`config.mk`:
```
export PLATFORM = sky130hd
export DESIGN_NAME = gcl_top
export DESIGN_NICKNAME = d
export VERILOG_FILES = /design/src/rtl/gcl_pkg.sv /design/src/rtl/gcl_rst_seq.sv /design/src/rtl/gcl_switch_ctl.sv /design/src/rtl/gcl_top.sv
export VERILOG_INCLUDE_DIRS = /design/src /design/src/rtl
export SDC_FILE = /design/constraint.sdc
export NUM_CORES = 1
export LEC_CHECK = 0
export BUFFER_PORTS_ARGS = -buffer_cell sky130_fd_sc_hd__buf_2
export CAP_MARGIN = 15
export CORE_ASPECT_RATIO = 1.1
export CORE_MARGIN = 2
export CORE_UTILIZATION = 55
export CTS_BUF_LIST = sky130_fd_sc_hd__clkbuf_8
export DETAILED_ROUTE_END_ITERATION = 7
export PLACE_DENSITY = 0.81
export SLEW_MARGIN = 20
export SYNTH_ARGS = -nofsm -noshare
export SYNTH_HDL_FRONTEND = slang
export SYNTH_SLANG_ARGS = --single-unit
```
`constraint.sdc`:
```
create_clock -name clk_i -period 2.2 [get_ports clk_i]
set_input_delay 0.33 -clock clk_i [delete_from_list [all_inputs] [get_ports clk_i]]
set_output_delay 0.33 -clock clk_i [all_outputs]
set_load 0.05 [all_outputs]
```
`src/rtl/gcl_map.svh`:
```
// Purpose: Named offsets, field positions, reset values and timing counts.
// Assumes: Processor addresses are 16 bits, data 8 bits.
// Notes:   Definitions only.
`ifndef GCL_MAP_SVH
`define GCL_MAP_SVH
`define GCL_CLK_MHZ          200
`define GCL_PFAIL_DLY_US     10
`define GCL_PFAIL_DLY_CYC    (`GCL_PFAIL_DLY_US * `GCL_CLK_MHZ)
`define GCL_CAP_CHARGE_CYC   16'h0100
`define GCL_CPU_FAST_KHZ     6000
`define GCL_CPU_SLOW_KHZ     750
`define GCL_CPU_FAST_DIV     8'h21
`define GCL_CPU_SLOW_DIV     8'hFF
`define GCL_ADR_EXP_SEL      16'h8400
`define GCL_ADR_CTRL         16'h8800
`define GCL_ADR_BUS_ADDR     16'h9000
`define GCL_ADR_DIVIDER      16'hB000
`define GCL_ADR_ATTEN        16'hC000
`define GCL_ADR_STATUS       16'hF000
`define GCL_ADR_SLOT_MASK    16'hFFF8
`define GCL_RAM_BASE         16'h6000
`define GCL_RAM_END          16'h67FF
`define GCL_ROM_TOP          16'h6000
`define GCL_BLK_LSB          13
`define GCL_BLK_MSB          15
`define GCL_CTL_AM           0
`define GCL_CTL_FM           1
`define GCL_CTL_INT          2
`define GCL_CTL_1K           3
`define GCL_CTL_LODEV        4
`define GCL_CTL_RFOFF        5
`define GCL_ST_OPT           0
`define GCL_ST_LOCAL         1
`define GCL_ST_OVP           7
`define GCL_FORCED_OPCODE    8'h00
`define GCL_LATCH_RST        8'h00
`define GCL_PAD_RST          7'h00
`define GCL_BIN_RST          8'h00
`define GCL_DIV_THRESH       8'h14
`endif

```
`src/rtl/gcl_pkg.sv`:
```
// Purpose: Types shared by the control logic files.
// Assumes: Constants live in gcl_map.svh.
// Notes:   Types only.
package gcl_pkg;
    typedef enum logic [1:0] {
        GCL_PWR_OFF,
        GCL_PWR_CHARGE,
        GCL_PWR_RUN,
        GCL_PWR_FAIL
    } gcl_pwr_t;
    typedef enum logic [1:0] {
        GCL_GAIN_HALF,
        GCL_GAIN_UNITY,
        GCL_GAIN_QUARTER
    } gcl_gain_t;
endpackage : gcl_pkg

```
`src/rtl/gcl_rst_seq.sv`:
```
// Purpose: Power-on and power-fail reset sequencing of the processor.
// Assumes: supply_ok_i is the supply comparator output, high above 4.8 V.
// Notes:   Trap is raised on supply loss; reset follows after 10 us.
`timescale 1ns/1ps
`include "gcl_map.svh"
module gcl_rst_seq (
    input  wire logic  clk_i,
    input  wire logic  nrst_i,
    input  wire logic  supply_ok_i,
    output logic       cpu_nrst_o,
    output logic       trap_o
);
    import gcl_pkg::*;
    typedef struct packed {
        gcl_pwr_t    st;
        logic [15:0] cnt;
        logic        nrst;
        logic        trap;
    } gcl_rs_t;
    gcl_rs_t s_q;
    gcl_rs_t s_d;
    localparam logic [15:0] FAIL_CYC = 16'(`GCL_PFAIL_DLY_CYC);

    // Next-state logic of the reset sequencer.
    always_comb begin
        s_d = s_q;
        case (s_q.st)
            GCL_PWR_OFF: begin
                s_d.nrst = 1'b0;
                s_d.trap = 1'b0;
                s_d.cnt  = '0;
                if (supply_ok_i) begin
                    s_d.st = GCL_PWR_CHARGE;
                end
            end
            GCL_PWR_CHARGE: begin
                if (!supply_ok_i) begin
                    s_d.st = GCL_PWR_OFF;
                end else if (s_q.cnt == `GCL_CAP_CHARGE_CYC) begin
                    s_d.st   = GCL_PWR_RUN;
                    s_d.nrst = 1'b1;
                end else begin
                    s_d.cnt = s_q.cnt + 16'h0001;
                end
            end
            GCL_PWR_RUN: begin
                if (!supply_ok_i) begin
                    s_d.st   = GCL_PWR_FAIL;
                    s_d.trap = 1'b1;
                    s_d.cnt  = '0;
                end
            end
            GCL_PWR_FAIL: begin
                s_d.cnt = s_q.cnt + 16'h0001;
                if (s_q.cnt == FAIL_CYC - 16'h0001) begin
                    s_d.st   = GCL_PWR_OFF;
                    s_d.nrst = 1'b0;
                end
            end
            default: begin
                s_d.st = GCL_PWR_OFF;
            end
        endcase
    end

    // State register.
    always_ff @(posedge clk_i or negedge nrst_i) begin
        if (!nrst_i) begin
            s_q <= '{st: GCL_PWR_OFF, cnt: '0, nrst: 1'b0, trap: 1'b0};
        end else begin
            s_q <= s_d;
        end
    end

    assign cpu_nrst_o = s_q.nrst;
    assign trap_o     = s_q.trap;
endmodule : gcl_rst_seq

```
`src/rtl/gcl_switch_ctl.sv`:
```
// Purpose: Combines mode bits into analog switch controls.
// Assumes: ctrl_i is the registered control latch; div2_i, dbl_i and upper_sb_i come straight from top inputs.
// Notes:   All outputs are registered.
`timescale 1ns/1ps
`include "gcl_map.svh"
module gcl_switch_ctl (
    input  wire logic              clk_i,
    input  wire logic              nrst_i,
    input  wire logic [7:0]        ctrl_i,
    input  wire logic              div2_i,
    input  wire logic              dbl_i,
    input  wire logic              upper_sb_i,
    output logic                   mod_in_sw_o,
    output logic                   lvl_mod_sw_o,
    output logic                   dev_out_sw_o,
    output gcl_pkg::gcl_gain_t     dev_gain_o,
    output logic                   invert_o
);
    import gcl_pkg::*;
    typedef struct packed {
        logic      mod_in;
        logic      lvl;
        logic      dev;
        gcl_gain_t gain;
        logic      inv;
    } gcl_sw_t;
    gcl_sw_t s_q;
    gcl_sw_t s_d;
    logic    cw;

    // Switch combining; CW mode opens all three switch sets.
    always_comb begin
        cw       = !ctrl_i[`GCL_CTL_AM] && !ctrl_i[`GCL_CTL_FM];
        s_d.mod_in = !cw;
        s_d.lvl    = !cw;
        s_d.dev    = !cw && ctrl_i[`GCL_CTL_FM];
        if (div2_i) begin
            s_d.gain = GCL_GAIN_UNITY;
        end else if (dbl_i) begin
            s_d.gain = GCL_GAIN_QUARTER;
        end else begin
            s_d.gain = GCL_GAIN_HALF;
        end
        s_d.inv = upper_sb_i;
    end

    // Output register.
    always_ff @(posedge clk_i or negedge nrst_i) begin
        if (!nrst_i) begin
            s_q <= '{mod_in: 1'b0, lvl: 1'b0, dev: 1'b0,
                     gain: GCL_GAIN_HALF, inv: 1'b0};
        end else begin
            s_q <= s_d;
        end
    end

    assign mod_in_sw_o  = s_q.mod_in;
    assign lvl_mod_sw_o = s_q.lvl;
    assign dev_out_sw_o = s_q.dev;
    assign dev_gain_o   = s_q.gain;
    assign invert_o     = s_q.inv;
endmodule : gcl_switch_ctl

```
`src/rtl/gcl_top.sv`:
```
// Purpose: Processor board control logic and modulation switching.
// Assumes: Bus strobes are synchronous to clk_i and active low as named.
// Notes:   Summary of operation follows.
`timescale 1ns/1ps
`include "gcl_map.svh"
module gcl_top (
    input  wire logic              clk_i,
    input  wire logic              nrst_i,
    input  wire logic              supply_ok_i,
    input  wire logic              on_battery_i,
    input  wire logic              rom16k_fitted_i,
    input  wire logic              test_mode_jumper_i,
    input  wire logic              sig_slow_i,
    input  wire logic              ale_i,
    input  wire logic [7:0]        ad_i,
    input  wire logic [7:0]        a_hi_i,
    input  wire logic              rd_n_i,
    input  wire logic              wr_n_i,
    input  wire logic              iom_i,
    input  wire logic [7:0]        ram_rdata_i,
    input  wire logic              panel_irq_i,
    input  wire logic              opt_fitted_i,
    input  wire logic              local_i,
    input  wire logic              ovp_i,
    input  wire logic              sdata_i,
    input  wire logic              sstrobe_i,
    input  wire logic              div2_i,
    input  wire logic              dbl_i,
    input  wire logic              upper_sb_i,
    output logic [7:0]             ad_o,
    output logic                   ad_oe_n_o,
    output logic                   cpu_nrst_o,
    output logic                   trap_o,
    output logic                   panel_interrupt_input_o,
    output logic                   cpu_clk_en_o,
    output logic                   bus_pon_o,
    output logic [7:0]             addr_lo_o,
    output logic [3:0]             mem_sel_n_o,
    output logic                   ram_ce2_n_o,
    output logic [2:0]             exp_cs_n_o,
    output logic [2:0]             filter_o,
    output logic [7:0]             control_line_latch_o,
    output logic [7:0]             divider_setting_o,
    output logic [7:0]             attenuator_setting_o,
    output logic [7:0]             bus_address_o,
    output logic [7:0]             bin_atten_o,
    output logic                   ratio_10_o,
    output logic [6:0]             level_pads_o,
    output logic                   mod_in_sw_o,
    output logic                   lvl_mod_sw_o,
    output logic                   dev_out_sw_o,
    output gcl_pkg::gcl_gain_t     dev_gain_o,
    output logic                   invert_o
);
    import gcl_pkg::*;

    typedef struct packed {
        logic [7:0]  alo;
        logic [7:0]  expsel;
        logic [2:0]  cs_n;
        logic [7:0]  ctrl;
        logic [7:0]  divs;
        logic [7:0]  atts;
        logic [7:0]  baddr;
        logic [7:0]  rdat;
        logic        oe_n;
        logic        irq;
        logic [7:0]  ckcnt;
        logic        cken;
        logic [3:0]  msel_n;
        logic        ce2_n;
        logic        pon;
        logic [15:0] shreg;
        logic [7:0]  bin;
        logic        r10;
        logic [6:0]  pads;
    } gcl_st_t;

    gcl_st_t     s_q;
    gcl_st_t     s_d;
    logic        cpu_nrst;
    logic [15:0] addr;
    logic        wr_stb;
    logic        rd_stb;
    logic [2:0]  blk;
    logic [7:0]  mod_val;
    logic [7:0]  ten_x;
    logic [2:0]  cs_dec;

    // Power sequencing in its own module.
    gcl_rst_seq u_rst (
        .clk_i       (clk_i),
        .nrst_i      (nrst_i),
        .supply_ok_i (supply_ok_i),
        .cpu_nrst_o  (cpu_nrst),
        .trap_o      (trap_o)
    );

    // Analog switch combining in its own module.
    gcl_switch_ctl u_sw (
        .clk_i        (clk_i),
        .nrst_i       (nrst_i),
        .ctrl_i       (s_q.ctrl),
        .div2_i       (div2_i),
        .dbl_i        (dbl_i),
        .upper_sb_i   (upper_sb_i),
        .mod_in_sw_o  (mod_in_sw_o),
        .lvl_mod_sw_o (lvl_mod_sw_o),
        .dev_out_sw_o (dev_out_sw_o),
        .dev_gain_o   (dev_gain_o),
        .invert_o     (invert_o)
    );

    // Address, strobes and block number for the current cycle.
    always_comb begin
        addr   = {a_hi_i, s_q.alo};
        wr_stb = !wr_n_i && cpu_nrst;
        rd_stb = !rd_n_i && cpu_nrst;
        blk    = addr[`GCL_BLK_MSB:`GCL_BLK_LSB];
    end

    // Next state of all latches, decode and clock divider.
    always_comb begin
        s_d = s_q;
        mod_val = '0;
        ten_x   = '0;
        // Low address byte is latched on the strobe and held.
        if (ale_i) begin
            s_d.alo = ad_i;
        end
        // Clock enable divider, slowed for signature testing.
        s_d.cken = 1'b0;
        if (s_q.ckcnt == (sig_slow_i ? `GCL_CPU_SLOW_DIV
                                     : `GCL_CPU_FAST_DIV)) begin
            s_d.ckcnt = '0;
            s_d.cken  = 1'b1;
        end else begin
            s_d.ckcnt = s_q.ckcnt + 8'h01;
        end
        // Memory decode in 8 KB blocks, merged for the 16 KB part.
        s_d.msel_n = 4'hF;
        if (!iom_i && addr < `GCL_ROM_TOP && cpu_nrst) begin
            if (rom16k_fitted_i && blk[2:1] == 2'b00) begin
                s_d.msel_n[0] = 1'b0;
            end else begin
                s_d.msel_n[blk[1:0]] = 1'b0;
            end
        end
        // RAM blocked by reset, battery or test mode.
        s_d.ce2_n = !cpu_nrst || on_battery_i
                    || test_mode_jumper_i;
        s_d.pon   = !cpu_nrst;
        s_d.irq   = panel_irq_i;
        // Register writes; other slots in a decoded range are ignored.
        if (wr_stb && !test_mode_jumper_i) begin
            if ((addr & `GCL_ADR_SLOT_MASK) == `GCL_ADR_EXP_SEL
                && addr == `GCL_ADR_EXP_SEL) begin
                s_d.expsel = ad_i;
                s_d.cs_n   = cs_dec;
            end
            if (addr == `GCL_ADR_CTRL) begin
                s_d.ctrl = ad_i;
            end
            if (addr == `GCL_ADR_DIVIDER) begin
                s_d.divs = ad_i;
            end
            if (addr == `GCL_ADR_ATTEN) begin
                s_d.atts = ad_i;
            end
            if (addr == `GCL_ADR_BUS_ADDR) begin
                s_d.baddr = ad_i;
            end
        end
        // Read data: forced opcode in test mode, status, else bus not driven.
        s_d.oe_n = 1'b1;
        s_d.rdat = '0;
        if (rd_stb) begin
            if (test_mode_jumper_i) begin
                s_d.oe_n = 1'b0;
                s_d.rdat = `GCL_FORCED_OPCODE;
            end else if (addr == `GCL_ADR_STATUS) begin
                s_d.oe_n = 1'b0;
                s_d.rdat[`GCL_ST_OPT]   = opt_fitted_i;
                s_d.rdat[`GCL_ST_LOCAL] = local_i;
                s_d.rdat[`GCL_ST_OVP]   = ovp_i;
            end
        end
        // Serial expander shifts in words and updates outputs on strobe.
        if (sstrobe_i) begin
            mod_val  = s_q.shreg[15:8];
            ten_x    = 8'((mod_val << 3) + (mod_val << 1));
            s_d.pads = s_q.shreg[6:0];
            if (mod_val < `GCL_DIV_THRESH) begin
                s_d.r10 = 1'b1;
                s_d.bin = ten_x;
            end else begin
                s_d.r10 = 1'b0;
                s_d.bin = mod_val;
            end
        end else begin
            s_d.shreg = {s_q.shreg[14:0], sdata_i};
        end
    end

    // State register.
    always_ff @(posedge clk_i or negedge nrst_i) begin
        if (!nrst_i) begin
            s_q <= '{alo: '0, expsel: `GCL_LATCH_RST, ctrl: `GCL_LATCH_RST,
                     divs: `GCL_LATCH_RST, atts: `GCL_LATCH_RST,
                     baddr: `GCL_LATCH_RST, rdat: '0, oe_n: 1'b1, cs_n: '1,
                     irq: 1'b0, ckcnt: '0, cken: 1'b0, msel_n: 4'hF,
                     ce2_n: 1'b1, pon: 1'b1, shreg: '0,
                     bin: `GCL_BIN_RST, r10: 1'b0, pads: `GCL_PAD_RST};
        end else begin
            s_q <= s_d;
        end
    end

    // Expander selects decode from the written word so they leave a register.
    for (genvar i = 0; i < 3; i++) begin : g_cs
        assign cs_dec[i] = !(ad_i[3] && ad_i[1:0] == 2'(i));
    end

    // Filter bits come from bits 4-6 of the select latch.
    assign exp_cs_n_o              = s_q.cs_n;
    assign filter_o                = s_q.expsel[6:4];
    assign ad_o                    = s_q.rdat;
    assign ad_oe_n_o               = s_q.oe_n;
    assign cpu_nrst_o              = cpu_nrst;
    assign panel_interrupt_input_o = s_q.irq;
    assign cpu_clk_en_o            = s_q.cken;
    assign bus_pon_o               = s_q.pon;
    assign addr_lo_o               = s_q.alo;
    assign mem_sel_n_o             = s_q.msel_n;
    assign ram_ce2_n_o             = s_q.ce2_n;
    assign control_line_latch_o    = s_q.ctrl;
    assign divider_setting_o       = s_q.divs;
    assign attenuator_setting_o    = s_q.atts;
    assign bus_address_o           = s_q.baddr;
    assign bin_atten_o             = s_q.bin;
    assign ratio_10_o              = s_q.r10;
    assign level_pads_o            = s_q.pads;
endmodule : gcl_top

```
==> impl_summary.txt, run 1 <==
----------------------------------------------------
[Critical path]
  Crit path capture type ... flip-flop
  Launch point of the critical path ... addr_lo_o[7]
  Arrival time worst endpoint ... 2.37 ns
  End of the critical path ... control_line_latch_o[1]
  Crit path buf inv count ... 1
  CP Data Required Time ... 2.50 ns
  Top fanout value on the critical path ... 9
  Critical Path Stages ... 5
  Critical path's top delay family ... simple AND/OR/NAND/NOR gates
  Cell-by-cell trace of the critical path ... nor4_2 > nand4_2 > or3_1 > buf_4 > mux2_4
  Beginning of the worst register-to-register path ... addr_lo_o[7]
  Slowest cell delay on critical path ... 0.41 ns
  FF-to-FF End ... control_line_latch_o[1]
  Slack of the worst reg-to-reg path ... 0.13 ns
  Critical Path Start Type ... flip-flop
  CP Class ... flip-flop to flip-flop
  Critical-path cell with the highest stage delay ... dfrtp_1
  Path depth of the worst reg2reg path ... 5

[STA]
  Portion of the clock cycle consumed by the worst path in the final layout ... 93.9%
  Min Tclk post-route ... 2.07 ns
  Worst clock skew ... 0.0106 ns
  Number of pins exceeding their max-slew limit in the final report ... 0
  Maximum operating frequency ... 484 MHz
  Final hold violation count ... 10
  Tightest hold margin ... -0.0315 ns
  Slew at the pin closest to its max-slew limit ... 0.649 ns
  Final setup vio count ... 0
  Summed negative setup slack over all endpoints ... 0 ns
  Headroom to the max-slew limit ... 56.7%
  RSZ-0062 raised after global routing ... no

[Yosys]
  Fraction of post-synthesis cell area in the top cell type by area ... 48.4%
  Mapped Area ... 5840 sq um
  FFs w/ async S/R, synth ... 100%
  Post-Syn Instances ... 523
  Top cells by area in the synthesized netlist ... dfrtp_1 48%, buf_4 9.5%, mux2_2 6.6%
  Synthesized area per cell ... 11.2 sq um
  Number of distinct standard cells referenced by the synthesized netlist ... 47
  Number of enable-type register cells in the synthesized netlist ... 0
  Number of storage elements in the synthesis netlist ... 123
  Commonest register cell after synthesis ... dfrtp_1
  Sequential fraction of the synthesis area ... 52.9%
  Count of yosys warnings during synthesis ... 0
  Library cell with the largest summed area after synthesis ... dfrtp_1

[Clock tree]
  Source-to-sink clock delay at the later pin of the worst-skew pair ... 0.42 ns
  Total setup buffers inserted after CTS ... 0
  CTS tree ... yes
  CTS Root Buffer Type ... clkbuf_8
  Deepest clock path buffer count ... 2
  Clock-pin slew reported for the worst setup and hold paths after clock tree synthesis ... 0.08 ns
  H-tree lvl count ... 4
  Number of sinks handled by clock tree synthesis ... 123
  Number of buffers inserted during clock tree synthesis ... 17

[Final layout]
  Finished Cell Area ... 6570 sq um
  Fin util ... 63.5%
  Non-Filler Instances ... 742
  Growth of design area from synthesis to finish ... 12.4%
  NumNets Final ... 638
  Fraction of layout instances using a drive strength above 1 ... 38.4%
  Layout fillers ... 817
  N_diodes ... 0

[Global routing]
  Number of global-route vias before repair ... 3797
  GR Overflow Total ... 0
  Pin count of the biggest net entering global routing ... 124
  GR Util All Layers ... 20.8%
  Antenna violations before repair ... 0
  Global-route wire length before repair ... 18600 um

[Power]
  IR drop worst, VDD ... 396 uV
  Leakage Power ... 0.00336 uW
  Pwr Density ... 927 nW/um^2

[Routing]
  Routed wire length ... 11200 um
  DRC Markers ... 0
  Number of vias per cell after detailed routing ... 5.08
  Wirelength per Cell ... 15.1 um
  Drt initial violations ... 166
  Number of nets still failing antenna checks after routing ... 0
  Number of detailed-route iterations in the first pass ... 4
  Total number of vias ... 3767

[Job]
  Number of max-capacitance violations reported ... 0

[Place]
  Total half-perimeter wirelength after legalization and detailed placement ... 7990 um
  Cell area after placement ... 6090 sq um
  Post-placement cell count ... 709
  Port Buf Inserts ... 117
  Final GP Congestion ... 0.843

[Die]
  X dimension of the die ... 102 um
  Placeable core area ... 10300 sq um
  Die height ... 112 um
  Ports ... 131
  Overall die area ... 11500 sq um
  Initial standard-cell utilization of the core ... 56.5%
  Row count ... 39

[Run status]
  Violated checks ... negative hold slack
  Result of the run ... complete, but fails checks

[Min path]
  Worst Hold Class ... input port to async pin

----------------------------------------------------
## worst min-delay path by stage
stage,from,to,cells after the start
floorplan,nrst_i,async pin,0
global placement,control_line_latch_o[1],u_sw.dev_out_sw_o,0
detailed placement,control_line_latch_o[1],u_sw.dev_out_sw_o,0
CTS,upper_sb_i,u_sw.invert_o,1
global route,upper_sb_i,u_sw.invert_o,1
finish,nrst_i,level_pads_o[4],2
## routing by layer
metal | vias to the layer above | wire (um) | GRT usage [%]
li1 | 1802 | - | -
met1 | 1864 | 4990 | 27.5
met2 | 90 | 5610 | 34.2
met3 | 11 | 462 | 5.35
met4 | 0 | 100 | 5.87
met5 | - | 0 | 0
## synthesized netlist by cell type (11+ instances only)
master	n
nand3_1	13
inv_1	29
xnor2_1	11
o21ai_0	29
dfrtp_1	113
mux2_2	34
nand2_1	30
mux2_4	14
nor2_1	38
clkbuf_1	13
a21oi_1	18
xor2_1	12
buf_4	74
## final cells by class
cell class                      instances  area [sq um]  area share (%)
Timing Repair Buffer                  130           701            10.7
Tap cell                              143           179            2.73
Clock buffer                           21           289            4.40
Sequential cell                       123          3090            47.1
Multi-Input combinational cell        285          2030            30.9
Inverter                               29           109            1.66
Clock inverter                         11           166            2.53
## power by group
group          internal (uW)  switching [uW]  leakage [uW]
Clock                   1350             873      0.000230
Sequential              2480             207       0.00157
Combinational            377             791       0.00156
Total                   4220            1870       0.00336
## repair_timing
action / CTS / global route
hold endpoints to repair: 1 / 0
resized for setup: 1 / 0
setup endpoints to repair: 3 / 0
hold buffers: 1 / 0
## flip-flops by register name, summed over array words and instances, names as in the netlist, 2 cells and up, named ones only
| register | count |
|---|---|
| s_q | 24 |
| u_rst.s_q | 17 |
| addr_lo_o | 8 |
| attenuator_setting_o | 8 |
| bin_atten_o | 8 |
| bus_address_o | 8 |
| control_line_latch_o | 8 |
| divider_setting_o | 8 |
| level_pads_o | 7 |
| mem_sel_n_o | 4 |
| ad_o | 3 |
| exp_cs_n_o | 3 |
| filter_o | 3 |
| u_sw.dev_gain_o | 2 |
## cells by family (layout without fill, tap and decap cells)
group / Yosys count / in the layout / synth area share, %
AND/OR/NAND/NOR: 141 / 141 / 13.1
buffers and inverters: 119 / 191 / 12.7
adder cells (fa/ha/maj): 8 / 8 / 1.84
flip-flops: 123 / 123 / 52.9
multiplexers: 51 / 51 / 10.7
XOR/XNOR: 23 / 23 / 3.45
AO/OA/AOI/OAI: 56 / 56 / 5.20
other: 2 / 6 / 0.129
## stage by stage
step	setup slack, ns	power, uW
after floorplan	0.208	3690
after global placement	0.0457	3840
after detailed placement	0.0188	3900
after CTS	0.115	6140
after global routing	0.00719	6390
final	0.134	6090
## cells in the final DEF (no fill, tap or decap), types with 5 or more instances in the layout
cell,n
a21oi_1,18
and2_1,6
and3_1,5
buf_2,116
buf_4,12
clkbuf_8,21
conb_1,6
dfrtp_1,113
dfstp_2,10
ha_1,7
inv_1,30
mux2_2,34
mux2_4,14
nand2_1,30
nand3_1,13
nand4_1,8
nand4b_1,5
nor2_1,38
nor3_1,5
nor4_1,5
o21ai_0,29
xnor2_1,11
xor2_1,12
(Power assumes the default switching activity.)
==> run 2: changes to the inputs <==
--- a/config.mk
+++ b/config.mk
@@ -6,14 +6,17 @@
 export SDC_FILE = /design/constraint.sdc
 export NUM_CORES = 1
 export LEC_CHECK = 0
+export ABC_AREA = 1
 export BUFFER_PORTS_ARGS = -buffer_cell sky130_fd_sc_hd__buf_2
 export CAP_MARGIN = 15
+export CELL_PAD_IN_SITES_DETAIL_PLACEMENT = 0
+export CELL_PAD_IN_SITES_GLOBAL_PLACEMENT = 2
 export CORE_ASPECT_RATIO = 1.1
 export CORE_MARGIN = 2
-export CORE_UTILIZATION = 55
+export CORE_UTILIZATION = 33
 export CTS_BUF_LIST = sky130_fd_sc_hd__clkbuf_8
 export DETAILED_ROUTE_END_ITERATION = 7
-export PLACE_DENSITY = 0.81
+export PLACE_DENSITY_LB_ADDON = 0.1
 export SLEW_MARGIN = 20
 export SYNTH_ARGS = -nofsm -noshare
 export SYNTH_HDL_FRONTEND = slang
==> impl_summary.txt, run 2 <==
----------------------------------------------------
[Run status]
  Result of the run ... completed

[Clock tree]
  CTS Root Buffer Type ... clkbuf_8
  Total setup buffers inserted after CTS ... 0 (unchanged)
  Number of buffers inserted during clock tree synthesis ... 17 (unchanged)
  Deepest clock path buffer count ... 2 (unchanged)
  Clock-pin slew reported for the worst setup and hold paths after clock tree synthesis ... 0.08 ns (about the same)
  CTS tree ... yes
  Count of hold-fix buffers inserted at cts ... 4 (+3)
  Source-to-sink clock delay at the later pin of the worst-skew pair ... 0.44 ns (+0.02 ns)
  H-tree lvl count ... 4 (unchanged)
  Number of sinks handled by clock tree synthesis ... 123 (unchanged)
  PostCTS Resize Cnt ... 0 (-1)

[Job]
  Number of max-capacitance violations reported ... 0 (unchanged)

[STA]
  Slew at the pin closest to its max-slew limit ... 0.502 ns (-0.147 ns)
  RSZ-0062 raised after global routing ... no
  Summed negative setup slack over all endpoints ... 0 ns (unchanged)
  Final setup vio count ... 0 (unchanged)
  Worst clock skew ... 0.0117 ns (+0.00116 ns)
  Number of pins exceeding their max-slew limit in the final report ... 0 (unchanged)
  Headroom to the max-slew limit ... 66.2% (+9.4 points)
  Final hold violation count ... 0 (-10)
  Min Tclk post-route ... 1.76 ns (-0.301 ns)
  Maximum operating frequency ... 567 MHz (+17%)
  Portion of the clock cycle consumed by the worst path in the final layout ... 80.2% (-14 points)

[Place]
  Post-placement cell count ... 979 (+38%)
  Cell area after placement ... 6430 sq um (+5.5%)
  Final GP Congestion ... 0.767 (-9.0%)
  Total half-perimeter wirelength after legalization and detailed placement ... 10100 um (+27%)
  Port Buf Inserts ... 117 (unchanged)

[Final layout]
  Commonest cells after routing, fill and taps aside ... 181 x nand2_1, 116 x buf_2, 113 x dfrtp_1, 55 x inv_1, 53 x nor2_1
  NumNets Final ... 811 (+27%)
  Layout fillers ... 1958 (+140%)
  Non-Filler Instances ... 1016 (+37%)
  Top flop regs ... s_q (24), u_rst.s_q (17)
  Growth of design area from synthesis to finish ... 13.5%
  Finished Cell Area ... 6920 sq um (+5.4%)
  Fraction of layout instances using a drive strength above 1 ... 26.9% (-11 points)
  Commonest non-fill, non-tap cell in the layout ... nand2_1
  Top reg by flops ... s_q
  Fin util ... 37.8% (-26 points)
  Largest register FFs ... 24 (unchanged)

[Yosys]
  Number of distinct standard cells referenced by the synthesized netlist ... 38 (-19%)
  Sequential fraction of the synthesis area ... 50.7% (-2.2 points)
  Most repeated cell in the gate-level netlist after synthesis ... nand2_1
  Commonest register cell after synthesis ... dfrtp_1
  Number of storage elements in the synthesis netlist ... 123 (unchanged)
  Synthesized area per cell ... 8.73 sq um (-22%)
  Post-Syn Instances ... 698 (+33%)
  Count of yosys warnings during synthesis ... 0 (unchanged)
  Fraction of post-synthesis cell area in the top cell type by area ... 46.4% (-2.0 points)
  Top cells by area in the synthesized netlist ... dfrtp_1 46%, nand2_1 11%, buf_4 9.2%
  Mapped Area ... 6090 sq um (+4.3%)
  Library cell with the largest summed area after synthesis ... dfrtp_1
  Number of enable-type register cells in the synthesized netlist ... 0 (unchanged)
  Cell types with the highest counts after synthesis ... 181 x nand2_1, 113 x dfrtp_1, 75 x buf_4, 55 x inv_1, 53 x nor2_1
  FFs w/ async S/R, synth ... 100% (unchanged)

[Routing]
  DRC Markers ... 0 (unchanged)
  Drt initial violations ... 196 (+18%)
  Number of detailed-route iterations in the first pass ... 6 (+2)
  Routed wire length ... 13800 um (+23%)
  Number of nets still failing antenna checks after routing ... 0 (unchanged)
  Total number of vias ... 4489 (+19%)
  Number of vias per cell after detailed routing ... 4.42 (-13%)
  Wirelength per Cell ... 13.6 um (-9.9%)

[Critical path]
  Path depth of the worst reg2reg path ... 9 (+4)
  CP Data Required Time ... 2.53 ns (+0.03 ns)
  Cell-by-cell trace of the critical path ... inv_1 > ha_1 > nand2_1 > nor2_1 > nand3_2 > nand2_2 > inv_2 > nand3_1 > o21ai_0
  Critical Path Stages ... 9 (+4)
  Slowest cell delay on critical path ... 0.41 ns (about the same)
  Critical-path cell with the highest stage delay ... dfrtp_1
  Critical Path Start Type ... flip-flop
  Critical path's top delay family ... simple AND/OR/NAND/NOR gates
  Top fanout value on the critical path ... 18 (+9)
  Crit path buf inv count ... 2 (+1)
  Arrival time worst endpoint ... 2.10 ns (-0.27 ns)
  Crit path capture type ... flip-flop
  CP Class ... flip-flop to flip-flop

[Global routing]
  GR Util All Layers ... 15.1% (-5.8 points)
  Global-route wire length before repair ... 23300 um (+25%)
  GR Overflow Total ... 0 (unchanged)
  Pin count of the biggest net entering global routing ... 58 (-53%)
  Antenna violations before repair ... 1 (+1)
  Number of global-route vias before repair ... 4508 (+19%)

[Die]
  Die height ... 147 um (+31%)
  Row count ... 52 (+33%)
  Placeable core area ... 18300 sq um (+77%)
  Initial standard-cell utilization of the core ... 33.3% (-23 points)
  Ports ... 131 (unchanged)
  X dimension of the die ... 134 um (+31%)
  Overall die area ... 19600 sq um (+71%)

[Power]
  Leakage Power ... 0.00354 uW (+5.3%)
  Pwr Density ... 838 nW/um^2 (-9.6%)
  IR drop worst, VDD ... 397 uV (+0.27%)

[Min path]
  Worst Hold Class ... input port to flip-flop
  Min-Delay Path Depth ... 3

----------------------------------------------------
-- run 2: changes by cell type in the layout (fill, tap and decap cells not counted), moves of 11 or more --
cell | previous run | this run
mux2_2 | 34 | 0
nor2_1 | 38 | 53
a21oi_1 | 18 | 7
o21ai_1 | 0 | 33
mux2_4 | 14 | 0
inv_1 | 30 | 55
nand2_1 | 30 | 181
nand3_1 | 13 | 32
-- run 2: area by class of cell --
| class | count | area [sq um] | area share [%] |
|---|---|---|---|
| antenna | 1 | 2.50 | 0.0362 |
| clock buffer | 17 | 234 | 3.38 |
| clock inverter | 15 | 213 | 3.08 |
| inverter | 62 | 233 | 3.36 |
| multi-input combinational | 427 | 2130 | 30.9 |
| sequential | 123 | 3090 | 44.7 |
| tap | 243 | 304 | 4.40 |
| timing repair buffer | 128 | 706 | 10.2 |
-- run 2: logic make-up after synthesis --
logic type	after synthesis	share of synthesized area [%]
xor gates and xnor gates	13	1.87
adders and majority gates	8	1.77
AOI/OAI and AO/OA	90	8.52
DFF	123	50.7
buffers and inverters	152	14.5
and+or+nand+nor	310	22.5
other	2	0.123
-- run 2: final timing paths --
kind                                         startpoint            endpoint  slack, ns
worst max-delay path                       u_rst.s_q[2]        u_rst.s_q[3]       0.44
worst min-delay path                              dbl_i  u_sw.dev_gain_o[1]       0.08
worst max register to register             u_rst.s_q[2]        u_rst.s_q[3]       0.44
worst min register to register  control_line_latch_o[1]   u_sw.dev_out_sw_o       0.45
max in group asynchronous                        nrst_i         ram_ce2_n_o       1.23
min in group asynchronous                        nrst_i             s_q[30]       0.32
-- run 2: layer usage --
layer	global-route usage, %	vias to the layer above	routed length [um]
met5	0	-	0
met4	3.83	0	130
met3	4.65	9	655
met2	24.3	83	6610
met1	19.7	2120	6380
li1	-	2277	-
-- run 2: power by group --
part           internal, uW  switching (uW)
registers              2450             146
logic                   280             663
clock network          1260            1000
-- run 2: tightest hold or removal path: cells and delay by family --
| kind | cells | cell delay (ns) |
|---|---|---|
| buf+inv | 2 | 0.13 |
| simple gates | 1 | 0.03 |
-- run 2: through the flow --
| step | setup WS [ns] | power [uW] | hold WS (ns) |
|---|---|---|---|
| 3_5_place_dp | 0.445 | 3590 | 0.246 |
| 5_1_grt | 0.209 | 6130 | 0.0528 |
| 6_report | 0.435 | 5800 | 0.0805 |
| 2_1_floorplan | 0.531 | 3410 | 0.0344 |
| 3_3_place_gp | 0.470 | 3580 | 0.233 |
| 4_1_cts | 0.429 | 5890 | 0.0458 |
